--- config.mk ---
export PLATFORM = sky130hd
export DESIGN_NAME = uhs_top
export DESIGN_NICKNAME = d
export VERILOG_FILES = /design/src/verilog/uhs_pkg.sv /design/src/verilog/uhs_sync2.sv /design/src/verilog/uhs_top.sv
export VERILOG_INCLUDE_DIRS = /design/src /design/src/verilog
export SDC_FILE = /design/constraint.sdc
export NUM_CORES = 1
export LEC_CHECK = 0
export BUFFER_PORTS_ARGS = -buffer_cell sky130_fd_sc_hd__buf_4
export CAP_MARGIN = 25
export CORE_ASPECT_RATIO = 1.25
export CORE_MARGIN = 2
export CORE_UTILIZATION = 52
export CTS_BUF_LIST = sky130_fd_sc_hd__clkbuf_8
export DETAILED_ROUTE_END_ITERATION = 6
export PLACE_DENSITY = 0.73
export SYNTH_ARGS = -nofsm -noshare
export SYNTH_HDL_FRONTEND = slang
export SYNTH_SLANG_ARGS = --single-unit
--- constraint.sdc ---
create_clock -name core_clk -period 1.7 [get_ports core_clk]
set_input_delay 0.17 -clock core_clk [delete_from_list [all_inputs] [get_ports core_clk]]
set_output_delay 0.17 -clock core_clk [all_outputs]
set_load 0.02 [all_outputs]
--- src/verilog/uhs_defs.svh ---
// Offsets, field positions, reset values and codes of the host select block
`ifndef UHS_DEFS_SVH
`define UHS_DEFS_SVH

// ***************************************************************
// Register indices on reg_select
// ***************************************************************
`define UHS_ADDR_DATA 3'h0
`define UHS_ADDR_IER 3'h1
`define UHS_ADDR_IIR_FCR 3'h2
`define UHS_ADDR_MCR 3'h4
`define UHS_ADDR_MSR 3'h6

// ***************************************************************
// Field positions
// ***************************************************************
`define UHS_IER_RX_DATA 0
`define UHS_IER_THR_EMPTY 1
`define UHS_IER_LINE 2
`define UHS_IER_MODEM 3
`define UHS_FCR_FIFO_EN 0
`define UHS_MCR_DTR 0
`define UHS_MCR_LOOP 4
`define UHS_MCR_AUTO_FLOW 5
`define UHS_MSR_DCTS 0
`define UHS_MSR_DDSR 1
`define UHS_MSR_DDCD 3
`define UHS_MSR_CTS 4
`define UHS_MSR_DSR 5
`define UHS_MSR_DCD 7

// ***************************************************************
// Reset values and identification codes
// ***************************************************************
`define UHS_IER_RST 8'h00
`define UHS_MCR_RST 8'h00
`define UHS_IIR_NONE 4'h1
`define UHS_IIR_LINE 4'h6
`define UHS_IIR_RX_DATA 4'h4
`define UHS_IIR_TIMEOUT 4'hc
`define UHS_IIR_THR 4'h2
`define UHS_IIR_MODEM 4'h0
`define UHS_IIR_FIFO_BITS 2'h3

`endif

--- src/verilog/uhs_pkg.sv ---
// Types shared by the host select block
package uhs_pkg;
    typedef enum logic [2:0] {
        UHS_IDLE = 3'b001,
        UHS_READ = 3'b010,
        UHS_WRITE = 3'b100
    } uhs_bus_e;
    typedef logic [7:0] uhs_byte_t;
endpackage

--- src/verilog/uhs_sync2.sv ---
// Two-stage synchroniser for pin inputs
module uhs_sync2 #(
    parameter int W = 1,
    parameter logic [W-1:0] RST_VAL = '0
) (
    input wire logic core_clk,
    input wire logic rst,
    input wire logic [W-1:0] d,
    output logic [W-1:0] q
);
    logic [W-1:0] meta_reg;

    // First stage feeds only the second stage
    always_ff @(posedge core_clk) begin
        if (rst) begin
            meta_reg <= RST_VAL;
            q <= RST_VAL;
        end else begin
            meta_reg <= d;
            q <= meta_reg;
        end
    end
endmodule

--- src/verilog/uhs_top.sv ---
// Host select, bus access, modem signals and interrupt output of the UART
//
// Behaviour
// - Selected only when high_a, high_b high, low_c low
// - Any select inactive: ignore reads and writes
// - Strobe low passes selects; high holds latched
// - Eight-bit two-way data path, three-state outputs
// - Modem status bits 4,5,7 show CTS,DSR,DCD
// - Bits 0,1,3 flag changes since last read
// - CTS change interrupts only without auto flow
// - DSR or DCD change interrupts when enabled
// - Auto flow: CTS gates the transmitter
// - Transceiver disable low except during reads
// - DTR control bit drives DTR low
// - DTR inactive on reset, loopback, cleared bit
// - Interrupt output high while anything pending
// - Sources: line error, rx data/timeout, THR, modem
// - Receive timeout only counts in FIFO mode
// - Interrupt drops when serviced or on reset
`include "uhs_defs.svh"

module uhs_top
    import uhs_pkg::*;
(
    input wire logic core_clk,
    input wire logic rst,
    input wire logic select_high_a,
    input wire logic select_high_b,
    input wire logic select_low_c,
    input wire logic addr_latch_strobe_n,
    input wire logic [2:0] reg_select,
    input wire logic rd_strobe_n,
    input wire logic wr_strobe_n,
    input wire logic [7:0] data_in,
    output logic [7:0] data_out,
    output logic data_oe,
    output logic transceiver_off_n,
    input wire logic cts_n,
    input wire logic dsr_n,
    input wire logic dcd_n,
    output logic dtr_n,
    output logic tx_allowed,
    output logic irq,
    input wire logic rx_error,
    input wire logic rx_data_avail,
    input wire logic rx_timeout,
    input wire logic thr_empty,
    input wire logic [7:0] engine_rd_data,
    output logic engine_rd_pulse,
    output logic engine_wr_pulse,
    output logic [2:0] engine_addr,
    output logic [7:0] engine_wdata
);

    // ***************************************************************
    // Pin synchronisers
    // ***************************************************************
    logic [8:0] bus_ctl_s;
    logic [7:0] data_s;
    logic [2:0] modem_n_s;

    // Strobes idle high, select pins idle as deselected
    uhs_sync2 #(.W(9), .RST_VAL(9'h1e1)) u_sync_ctl (
        .core_clk(core_clk),
        .rst(rst),
        .d({wr_strobe_n, rd_strobe_n, addr_latch_strobe_n, select_low_c,
            select_high_b, select_high_a, reg_select}),
        .q(bus_ctl_s)
    );

    uhs_sync2 #(.W(8), .RST_VAL(8'h00)) u_sync_data (
        .core_clk(core_clk),
        .rst(rst),
        .d(data_in),
        .q(data_s)
    );

    uhs_sync2 #(.W(3), .RST_VAL(3'h7)) u_sync_modem (
        .core_clk(core_clk),
        .rst(rst),
        .d({dcd_n, dsr_n, cts_n}),
        .q(modem_n_s)
    );

    // ***************************************************************
    // Select decode and address latch
    // ***************************************************************
    logic sel_live;
    logic as_low;
    logic sel_eff;
    logic [2:0] addr_eff;
    logic lat_sel_reg;
    logic [2:0] lat_addr_reg;
    logic wr_n_s;
    logic rd_n_s;
    logic rd_req;
    logic wr_req;

    // Live decode of the three selects
    assign sel_live = bus_ctl_s[3] & bus_ctl_s[4] & ~bus_ctl_s[5];
    assign as_low = ~bus_ctl_s[6];
    assign rd_n_s = bus_ctl_s[7];
    assign wr_n_s = bus_ctl_s[8];
    assign sel_eff = as_low ? sel_live : lat_sel_reg;
    assign addr_eff = as_low ? bus_ctl_s[2:0] : lat_addr_reg;
    assign rd_req = sel_eff & ~rd_n_s;
    assign wr_req = sel_eff & ~wr_n_s;

    // Latch follows while strobe low, freezes at its rising edge
    always_ff @(posedge core_clk) begin
        if (rst) begin
            lat_sel_reg <= 1'b0;
            lat_addr_reg <= 3'h0;
        end else if (as_low) begin
            lat_sel_reg <= sel_live;
            lat_addr_reg <= bus_ctl_s[2:0];
        end
    end

    // ***************************************************************
    // Internal registers
    // ***************************************************************
    logic [7:0] ier_reg;
    logic [7:0] mcr_reg;
    logic fifo_mode_reg;
    logic auto_cts;
    logic loop_mode;

    assign auto_cts = mcr_reg[`UHS_MCR_AUTO_FLOW];
    assign loop_mode = mcr_reg[`UHS_MCR_LOOP];

    // ***************************************************************
    // Modem levels and change flags
    // ***************************************************************
    logic cts_lvl;
    logic dsr_lvl;
    logic dcd_lvl;
    logic [2:0] lvl_prev_reg;
    logic dcts_reg;
    logic ddsr_reg;
    logic ddcd_reg;
    logic msr_rd;
    logic [7:0] msr_val;

    // Active (low) pin reads as one
    assign cts_lvl = ~modem_n_s[0];
    assign dsr_lvl = ~modem_n_s[1];
    assign dcd_lvl = ~modem_n_s[2];
    assign msr_val = {dcd_lvl, 1'b0, dsr_lvl, cts_lvl,
                      ddcd_reg, 1'b0, ddsr_reg, dcts_reg};

    // Change flags: a change in the clearing cycle wins
    always_ff @(posedge core_clk) begin
        if (rst) begin
            lvl_prev_reg <= 3'h0;
            dcts_reg <= 1'b0;
            ddsr_reg <= 1'b0;
            ddcd_reg <= 1'b0;
        end else begin
            lvl_prev_reg <= {dcd_lvl, dsr_lvl, cts_lvl};
            dcts_reg <= (cts_lvl != lvl_prev_reg[0]) | (dcts_reg & ~msr_rd);
            ddsr_reg <= (dsr_lvl != lvl_prev_reg[1]) | (ddsr_reg & ~msr_rd);
            ddcd_reg <= (dcd_lvl != lvl_prev_reg[2]) | (ddcd_reg & ~msr_rd);
        end
    end

    // ***************************************************************
    // Interrupt sources and identification
    // ***************************************************************
    logic thr_prev_reg;
    logic thr_int_reg;
    logic modem_pend;
    logic line_pend;
    logic rx_pend;
    logic tmo_pend;
    logic thr_pend;
    logic any_pend;
    logic [3:0] iir_code;
    logic iir_rd;
    logic data_wr;

    assign modem_pend = ier_reg[`UHS_IER_MODEM]
                        & ((dcts_reg & ~auto_cts) | ddsr_reg | ddcd_reg);
    assign line_pend = ier_reg[`UHS_IER_LINE] & rx_error;
    assign rx_pend = ier_reg[`UHS_IER_RX_DATA] & rx_data_avail;
    assign tmo_pend = ier_reg[`UHS_IER_RX_DATA] & rx_timeout & fifo_mode_reg;
    assign thr_pend = ier_reg[`UHS_IER_THR_EMPTY] & thr_int_reg;
    assign any_pend = line_pend | rx_pend | tmo_pend | thr_pend | modem_pend;

    // Highest priority source names the interrupt
    assign iir_code = line_pend ? `UHS_IIR_LINE :
                      rx_pend ? `UHS_IIR_RX_DATA :
                      tmo_pend ? `UHS_IIR_TIMEOUT :
                      thr_pend ? `UHS_IIR_THR :
                      modem_pend ? `UHS_IIR_MODEM : `UHS_IIR_NONE;

    // Empty holding register: set on edge, cleared by service
    always_ff @(posedge core_clk) begin
        if (rst) begin
            thr_prev_reg <= 1'b0;
            thr_int_reg <= 1'b0;
        end else begin
            thr_prev_reg <= thr_empty;
            thr_int_reg <= (thr_empty & ~thr_prev_reg)
                           | (thr_int_reg & ~data_wr
                              & ~(iir_rd & (iir_code == `UHS_IIR_THR)));
        end
    end

    // ***************************************************************
    // Host bus access state machine
    // ***************************************************************
    uhs_bus_e state_reg;
    uhs_bus_e state_next;
    logic [2:0] acc_addr_reg;
    logic [7:0] rd_mux;
    logic rd_start;
    logic wr_done;

    assign rd_start = (state_reg == UHS_IDLE) & rd_req;
    assign wr_done = (state_reg == UHS_WRITE) & wr_n_s;
    assign msr_rd = rd_start & (addr_eff == `UHS_ADDR_MSR);
    assign iir_rd = rd_start & (addr_eff == `UHS_ADDR_IIR_FCR);
    assign data_wr = wr_done & (acc_addr_reg == `UHS_ADDR_DATA);

    // Read data selection
    assign rd_mux = (addr_eff == `UHS_ADDR_IER) ? ier_reg :
                    (addr_eff == `UHS_ADDR_IIR_FCR) ?
                        {(fifo_mode_reg ? `UHS_IIR_FIFO_BITS : 2'h0), 2'h0, iir_code} :
                    (addr_eff == `UHS_ADDR_MCR) ? mcr_reg :
                    (addr_eff == `UHS_ADDR_MSR) ? msr_val : engine_rd_data;

    // Next state
    always_comb begin
        state_next = state_reg;
        case (state_reg)
            UHS_IDLE: begin
                if (rd_req) begin
                    state_next = UHS_READ;
                end else if (wr_req) begin
                    state_next = UHS_WRITE;
                end
            end
            UHS_READ: begin
                if (rd_n_s) begin
                    state_next = UHS_IDLE;
                end
            end
            UHS_WRITE: begin
                if (wr_n_s) begin
                    state_next = UHS_IDLE;
                end
            end
            default: begin
                state_next = UHS_IDLE;
            end
        endcase
    end

    // State, access address and write data capture
    always_ff @(posedge core_clk) begin
        if (rst) begin
            state_reg <= UHS_IDLE;
            acc_addr_reg <= 3'h0;
            engine_wdata <= 8'h00;
        end else begin
            state_reg <= state_next;
            if (state_reg == UHS_IDLE) begin
                acc_addr_reg <= addr_eff;
            end
            if (state_reg == UHS_WRITE && !wr_n_s) begin
                engine_wdata <= data_s;
            end
        end
    end

    // Read drive: data and transceiver control follow the read
    always_ff @(posedge core_clk) begin
        if (rst) begin
            data_out <= 8'h00;
            data_oe <= 1'b0;
            transceiver_off_n <= 1'b0;
        end else begin
            if (rd_start) begin
                data_out <= rd_mux;
            end
            data_oe <= (state_next == UHS_READ);
            transceiver_off_n <= (state_next == UHS_READ);
        end
    end

    // Register writes and engine strobes
    always_ff @(posedge core_clk) begin
        if (rst) begin
            ier_reg <= `UHS_IER_RST;
            mcr_reg <= `UHS_MCR_RST;
            fifo_mode_reg <= 1'b0;
            engine_rd_pulse <= 1'b0;
            engine_wr_pulse <= 1'b0;
            engine_addr <= 3'h0;
        end else begin
            engine_rd_pulse <= rd_start;
            engine_wr_pulse <= wr_done;
            if (rd_start) begin
                engine_addr <= addr_eff;
            end else if (wr_done) begin
                engine_addr <= acc_addr_reg;
            end
            if (wr_done && acc_addr_reg == `UHS_ADDR_IER) begin
                ier_reg <= {4'h0, engine_wdata[3:0]};
            end
            if (wr_done && acc_addr_reg == `UHS_ADDR_MCR) begin
                mcr_reg <= engine_wdata;
            end
            if (wr_done && acc_addr_reg == `UHS_ADDR_IIR_FCR) begin
                fifo_mode_reg <= engine_wdata[`UHS_FCR_FIFO_EN];
            end
        end
    end

    // ***************************************************************
    // Modem outputs, transmit gate and interrupt pin
    // ***************************************************************
    always_ff @(posedge core_clk) begin
        if (rst) begin
            dtr_n <= 1'b1;
            tx_allowed <= 1'b1;
            irq <= 1'b0;
        end else begin
            dtr_n <= ~(mcr_reg[`UHS_MCR_DTR] & ~loop_mode);
            tx_allowed <= ~auto_cts | cts_lvl;
            irq <= any_pend;
        end
    end
endmodule
==> reports/qor.csv, run 1 <==
metric,value,unit
dr_total_vias,3018,
rsz0062_at_grt,yes,
worstMarginPinSlew,0.5031,ns
path_buf_inv,2,
portBuffers,59,
path_cells,"nand4bb_4, buf_4, and2_4, nor4_4, buf_6, o21ai_0, o32ai_1",
wl_per_cell,15.31,um
dp_hpwl,5.822,mm
criticalPathCategory,reg -> reg,
maxCapViolCount,0,
synthAdderAreaFrac,0.8205,%
start_util,53.10,%
syn_area_per_cell,9.945,sq um
critPathSlowestCell,dfxtp_4,
setup.worst_path.end_class,flop,
outcome,finished with violations,
grt_max_degree,46,
worst_slack,-0.005612,ns
drive_gt1_share,34.24,%
violations,setup timing,
dpl-instance-area,0.004362,sq mm
ys_async_sr_fraction,0,%
fmax,586.3,MHz
drt_first_pass_iters,4,
ys_types,55,
synth.mux.area_fraction,7.385,%
worstSkewPairLatency,0.38,ns
via_per_inst,5.304,
ant_nets,0,
cts_tree,done,
coreArea,0.006892,sq mm
hold_viol_final,0,
ys_warn_count,0,
floorplan.rows,34,
synthFlopType,dfxtp_1,
synthCells,368,
dieArea,0.007729,sq mm
crit_family,simple AND/OR/NAND/NOR gates,
crit_path_max_incr_delay,0.37,ns
overflow,0,
boundaryPins,60,
final.period_utilization,100.3,%
antenna_cells,0,
synth_top_family_by_area,simple AND/OR/NAND/NOR gates,
leakage,1.988,nW
fillers,529,
grt_pass1_vias,2805,
syn_nets,402,
cp_data_arrival_time,1.99,ns
clock_skew,0.01421,ns
swShare,25.34,%
pwr-share-seq,57.3,%
powerDensity,824.7,mW/mm^2
h-tree-depth,3,
area_growth,35.15,%
drc,0,
ctsRootBufferMaster,clkbuf_8,
critPathMaxFanout,8,
ir_drop,0.6317,mV
finalMaxSlewViolations,0,
synth-xor-area-share,0.9573,%
cts.sinks,96,
critPathLaunchType,flop,
final_area,0.004946,sq mm
p_clk_share,35.2,%
seq_area_frac_synth,52.51,%
slew_headroom,65.50,%
clk_pin_slew,0.10,ns
synth-compound-area-share,12.65,%
synth_seq_cells,96,
die_h,97.80,um
p_switching,1.033,mW
setup_viol,2,
crit_required,1.98,ns
cts_buffers,9,
synthSimpleGateAreaFrac,21.81,%
place.gp.congestion,0.8638,
antenna_found_initial,0,
combPwrFrac,7.5,%
nets,508,
syn_area,0.003660,sq mm
synth_edf_count,0,
internal_power,3.045,mW
grt_pass1_wl,13.41,mm
cts.path.max_buffers,2,
hold_path_class,in -> reg,
drt_iter0_markers,159,
finalPower,4.079,mW
finalCriticalPeriod,1.706,ns
grt_usage,22.60,%
die_w,79.04,um
drt_wl_total,8.714,mm
-- final cells by class --
class / count / area [sq um] / share of cell area [%]
multi-input combinational: 247 / 1749 / 35.37
clock inverter: 7 / 61.31 / 1.240
tap: 90 / 112.6 / 2.277
inverter: 4 / 15.01 / 0.3036
sequential: 96 / 1931 / 39.03
clock buffer: 9 / 123.9 / 2.504
timing repair buffer: 116 / 953.4 / 19.28
-- power by group through the flow --
stage	clock network, mW	registers (mW)	logic, mW
2_1_floorplan	0	2.38	0.142
5_1_grt	1.55	2.35	0.331
6_report	1.44	2.34	0.305
3_5_place_dp	0	2.39	0.244
4_1_cts	1.45	2.34	0.271
3_3_place_gp	0	2.39	0.240
-- repair_timing --
action	CTS	global route
pin swaps	4	9
resized for setup	11	27
setup buffers	1	9
endpoints found under the setup margin	23	29
hold buffers	13	1
gates cloned	0	1
endpoints found under the hold margin	13	1
-- final timing paths --
check             cells after the start  slack (ns)                            endpoint                         startpoint
hold reg to reg                       1        0.41          u_sync_ctl.q[0]$_SDFF_PP1_  u_sync_ctl.meta_reg[0]$_SDFF_PP1_
setup / recovery                      7      -0.006            data_out[3]$_SDFFE_PP0P_         u_sync_ctl.q[6]$_SDFF_PP1_
setup reg to reg                      7      -0.006            data_out[3]$_SDFFE_PP0P_         u_sync_ctl.q[6]$_SDFF_PP1_
hold / removal                        2       0.003  u_sync_data.meta_reg[1]$_SDFF_PP0_                         data_in[1]
-- synth_stat cells, types with 3 or more instances --
cell      number  share of area [%]
a211o_1        4               0.96
a211oi_1       9                1.8
a21oi_1       21                2.9
a31oi_1        4               0.68
and2_1         3               0.51
buf_1          3               0.31
buf_6          3               0.92
clkbuf_1      10                1.0
dfxtp_1       96                 53
inv_1          3               0.31
maj3_1         3               0.82
mux2i_1       21                5.7
nand2_1       30                3.1
nand2b_1       8                1.4
nand3_1        8                1.1
nor2_1        36                3.7
nor2b_1       29                5.0
nor3_1         3               0.41
nor3b_1        3               0.62
nor4b_1        4               0.96
o21ai_0        7               0.96
o21bai_1       3               0.62
o32ai_1        3               0.72
or2_2         16                2.7
xor2_1         3               0.72
-- worst register-to-register path, cell delays in order, from the launching register on --
cell and delay (ns):
dfxtp_4 0.37, nand4bb_4 0.19, buf_4 0.15, and2_4 0.16
nor4_4 0.22, buf_6 0.17, o21ai_0 0.09, o32ai_1 0.27
-- per-layer routing --
metal,part of all wire [%],wire (um),track usage (%)
met1,42,3692,27.95
met2,49,4256,38.01
met3,5.7,500,5.453
met4,3.0,264,8.488
met5,0,0,0
-- placed cells by master (no fill, tap or decap), types with 3 or more instances in the layout --
| cell type | count |
|---|---|
| a31oi_1 | 4 |
| dfxtp_1 | 93 |
| buf_4 | 94 |
| xor2_1 | 3 |
| nand3_1 | 6 |
| inv_1 | 3 |
| mux2i_4 | 3 |
| o21ai_0 | 6 |
| mux2i_1 | 19 |
| dlygate4sd3_1 | 14 |
| buf_6 | 6 |
| a211o_1 | 4 |
| mux2_2 | 3 |
| maj3_1 | 3 |
| nor2b_1 | 29 |
| o21bai_1 | 3 |
| a21oi_1 | 20 |
| clkbuf_8 | 9 |
| nand2_1 | 30 |
| nand2b_1 | 7 |
| nor2_1 | 36 |
| a211oi_1 | 8 |
| and2_1 | 3 |
| or2_2 | 16 |
| nor4b_2 | 3 |
-- metrics by stage --
step                        TNS, ns  std cells  hold WS, ns  worst slack (ns)  util (%)
final                     -0.009949        569     0.002582         -0.005612     71.77
after global routing        -0.7568        569     0.005546           -0.1203     71.77
after CTS                  -0.06448        558    0.0003344          -0.04082     68.48
after detailed placement     -2.312        528       0.3578           -0.2628     63.29
after global placement       -2.136        528       0.3540           -0.2318     63.29
after floorplan                   0        368       0.2738          0.001254         -
-- cell families (layout without fill, tap and decap cells) --
logic type      count (synthesis)  in the layout
xor+xnor                        4              4
compound gates                 68             68
buf+inv                        26            136
simple gates                  146            146
fa+ha+maj                       3              3
flops                          96             96
mux                            25             26
Power figures use the tool's default switching activity.
==> run 2: changes to the inputs <==
--- a/config.mk
+++ b/config.mk
@@ -10,10 +10,10 @@
 export CAP_MARGIN = 25
 export CORE_ASPECT_RATIO = 1.25
 export CORE_MARGIN = 2
-export CORE_UTILIZATION = 52
-export CTS_BUF_LIST = sky130_fd_sc_hd__clkbuf_8
+export CORE_UTILIZATION = 55
+export CTS_BUF_LIST = sky130_fd_sc_hd__clkbuf_4 sky130_fd_sc_hd__clkbuf_8 sky130_fd_sc_hd__clkbuf_16
 export DETAILED_ROUTE_END_ITERATION = 6
-export PLACE_DENSITY = 0.73
+export PLACE_DENSITY = 0.74
 export SYNTH_ARGS = -nofsm -noshare
 export SYNTH_HDL_FRONTEND = slang
 export SYNTH_SLANG_ARGS = --single-unit
==> constraint.sdc (replaced) <==
create_clock -name core_clk -period 1.95 [get_ports core_clk]
set_input_delay 0.195 -clock core_clk [delete_from_list [all_inputs] [get_ports core_clk]]
set_output_delay 0.195 -clock core_clk [all_outputs]
set_load 0.02 [all_outputs]
==> reports/qor.csv, run 2 (synthesized netlist as in run 1, its figures left out) <==
metric,value,unit
crit_path_max_incr_delay,0.53,ns
finalMaxSlewViolations,0,
setup_viol,0,
ir_drop,0.6046,mV
pwr-share-seq,56.8,%
critPathSlowestCell,a2111o_1,
grt_pass1_vias,2504,
crit_required,2.24,ns
die_h,95.20,um
drt_iter0_markers,160,
leakage,1.845,nW
drt_wl_total,7.506,mm
clock_skew,0.01091,ns
outcome,"complete, no violations",
critPathLaunchType,flop,
dpl-instance-area,0.004283,sq mm
maxCapViolCount,0,
critPathMaxFanout,9,
fmax,555.1,MHz
place.gp.congestion,0.8807,
wl_per_cell,14.00,um
setup.worst_path.end_class,flop,
floorplan.rows,33,
cts.path.max_buffers,2,
overflow,0,
dp_hpwl,5.307,mm
dieArea,0.007327,sq mm
nets,478,
p_switching,0.8412,mW
criticalPathCategory,reg -> reg,
layout.cells.most_common_list,"dfxtp_1 (95), buf_4 (80), nor2_1 (36)",
grt_pass1_wl,12.16,mm
internal_power,2.748,mW
powerDensity,788.4,mW/mm^2
cp_data_arrival_time,2.10,ns
hold_path_class,in -> reg,
h-tree-depth,3,
clk_pin_slew,0.09,ns
grt_usage,21.75,%
ctsRootBufferMaster,clkbuf_8,
drive_gt1_share,27.84,%
rsz0062_at_grt,no,
final.period_utilization,92.38,%
ant_nets,0,
antenna_cells,0,
final_area,0.004552,sq mm
portBuffers,59,
start_util,56.46,%
die_w,76.96,um
swShare,23.44,%
post_cts_buffers,0,
combPwrFrac,5.9,%
via_per_inst,5.108,
cts_tree,done,
p_clk_share,37.3,%
mostFrequentLayoutCell,dfxtp_1,
boundaryPins,60,
slew_headroom,69.12,%
cts.sinks,96,
dr_total_vias,2738,
grt_max_degree,41,
cts_buffers,9,
drt_first_pass_iters,4,
hold_viol_final,0,
coreArea,0.006482,sq mm
fin_tns_setup,0,ns
path_cells,"nand4bb_4, a2111o_1, nor4b_1, a21oi_1, o22ai_1",
finalCriticalPeriod,1.801,ns
worstSkewPairLatency,0.37,ns
area_growth,24.38,%
antenna_found_initial,0,
drc,0,
worstMarginPinSlew,0.4574,ns
-- run 2: path summary, 6_finish.rpt --
| check | start | endpoint | slack, ns | cells past startpoint |
|---|---|---|---|---|
| worst max-delay path | u_sync_ctl.q[6]$_SDFF_PP1_ | data_out[0]$_SDFFE_PP0P_ | 0.15 | 5 |
| worst min-delay path | cts_n | u_sync_modem.meta_reg[0]$_SDFF_PP1_ | 0.01 | 2 |
| worst max register to register | u_sync_ctl.q[6]$_SDFF_PP1_ | data_out[0]$_SDFFE_PP0P_ | 0.15 | 5 |
| worst min register to register | u_sync_ctl.meta_reg[0]$_SDFF_PP1_ | u_sync_ctl.q[0]$_SDFF_PP1_ | 0.41 | 1 |
-- run 2: metrics by stage --
step	hold WS (ns)	instances	util (%)	total power, mW	setup WS, ns
after global routing	0.002528	536	70.22	3.734	0.03687
after global placement	0.3794	515	66.07	2.283	0.06922
after floorplan	0.2988	368	-	2.198	0.2513
final	0.01037	536	70.22	3.589	0.1486
after CTS	0.0002162	536	70.06	3.621	0.1135
after detailed placement	0.3811	515	66.07	2.287	0.002292
-- run 2: cell type report --
type	instances	area (sq um)
Fill cell	520	1931
Clock inverter	7	83.83
Inverter	4	15.01
Sequential cell	96	1926
Tap cell	87	108.9
Clock buffer	9	123.9
Timing Repair Buffer	87	690.7
Multi-Input combinational cell	246	1604
-- run 2: critical path, delay by kind of cell, from the launching register on --
kind | cells | cell delay, ns
simple gates | 2 | 0.60
flops | 1 | 0.40
compound gates | 3 | 0.74
-- run 2: power groups by stage --
| stage | logic (mW) | registers, mW | clock network (mW) |
|---|---|---|---|
| finish | 0.211 | 2.04 | 1.34 |
| global placement | 0.199 | 2.08 | 0 |
| detailed placement | 0.202 | 2.09 | 0 |
| CTS | 0.210 | 2.04 | 1.37 |
| floorplan | 0.124 | 2.07 | 0 |
| global route | 0.231 | 2.05 | 1.46 |
-- run 2: per-layer routing --
metal	GRT usage (%)	share of wire [%]
met4	11.97	2.6
met1	27.52	45
met2	34.94	47
met5	0	0
met3	4.545	5.1
-- run 2: repair_timing --
item                                   in CTS  in global routing
endpoints found under the hold margin       5                  0
setup endpoints to repair                   2                  3
hold buffers                                5                  0
pin swaps                                   1                  0
gates resized for setup                     1                  3
cloned                                      0                  0
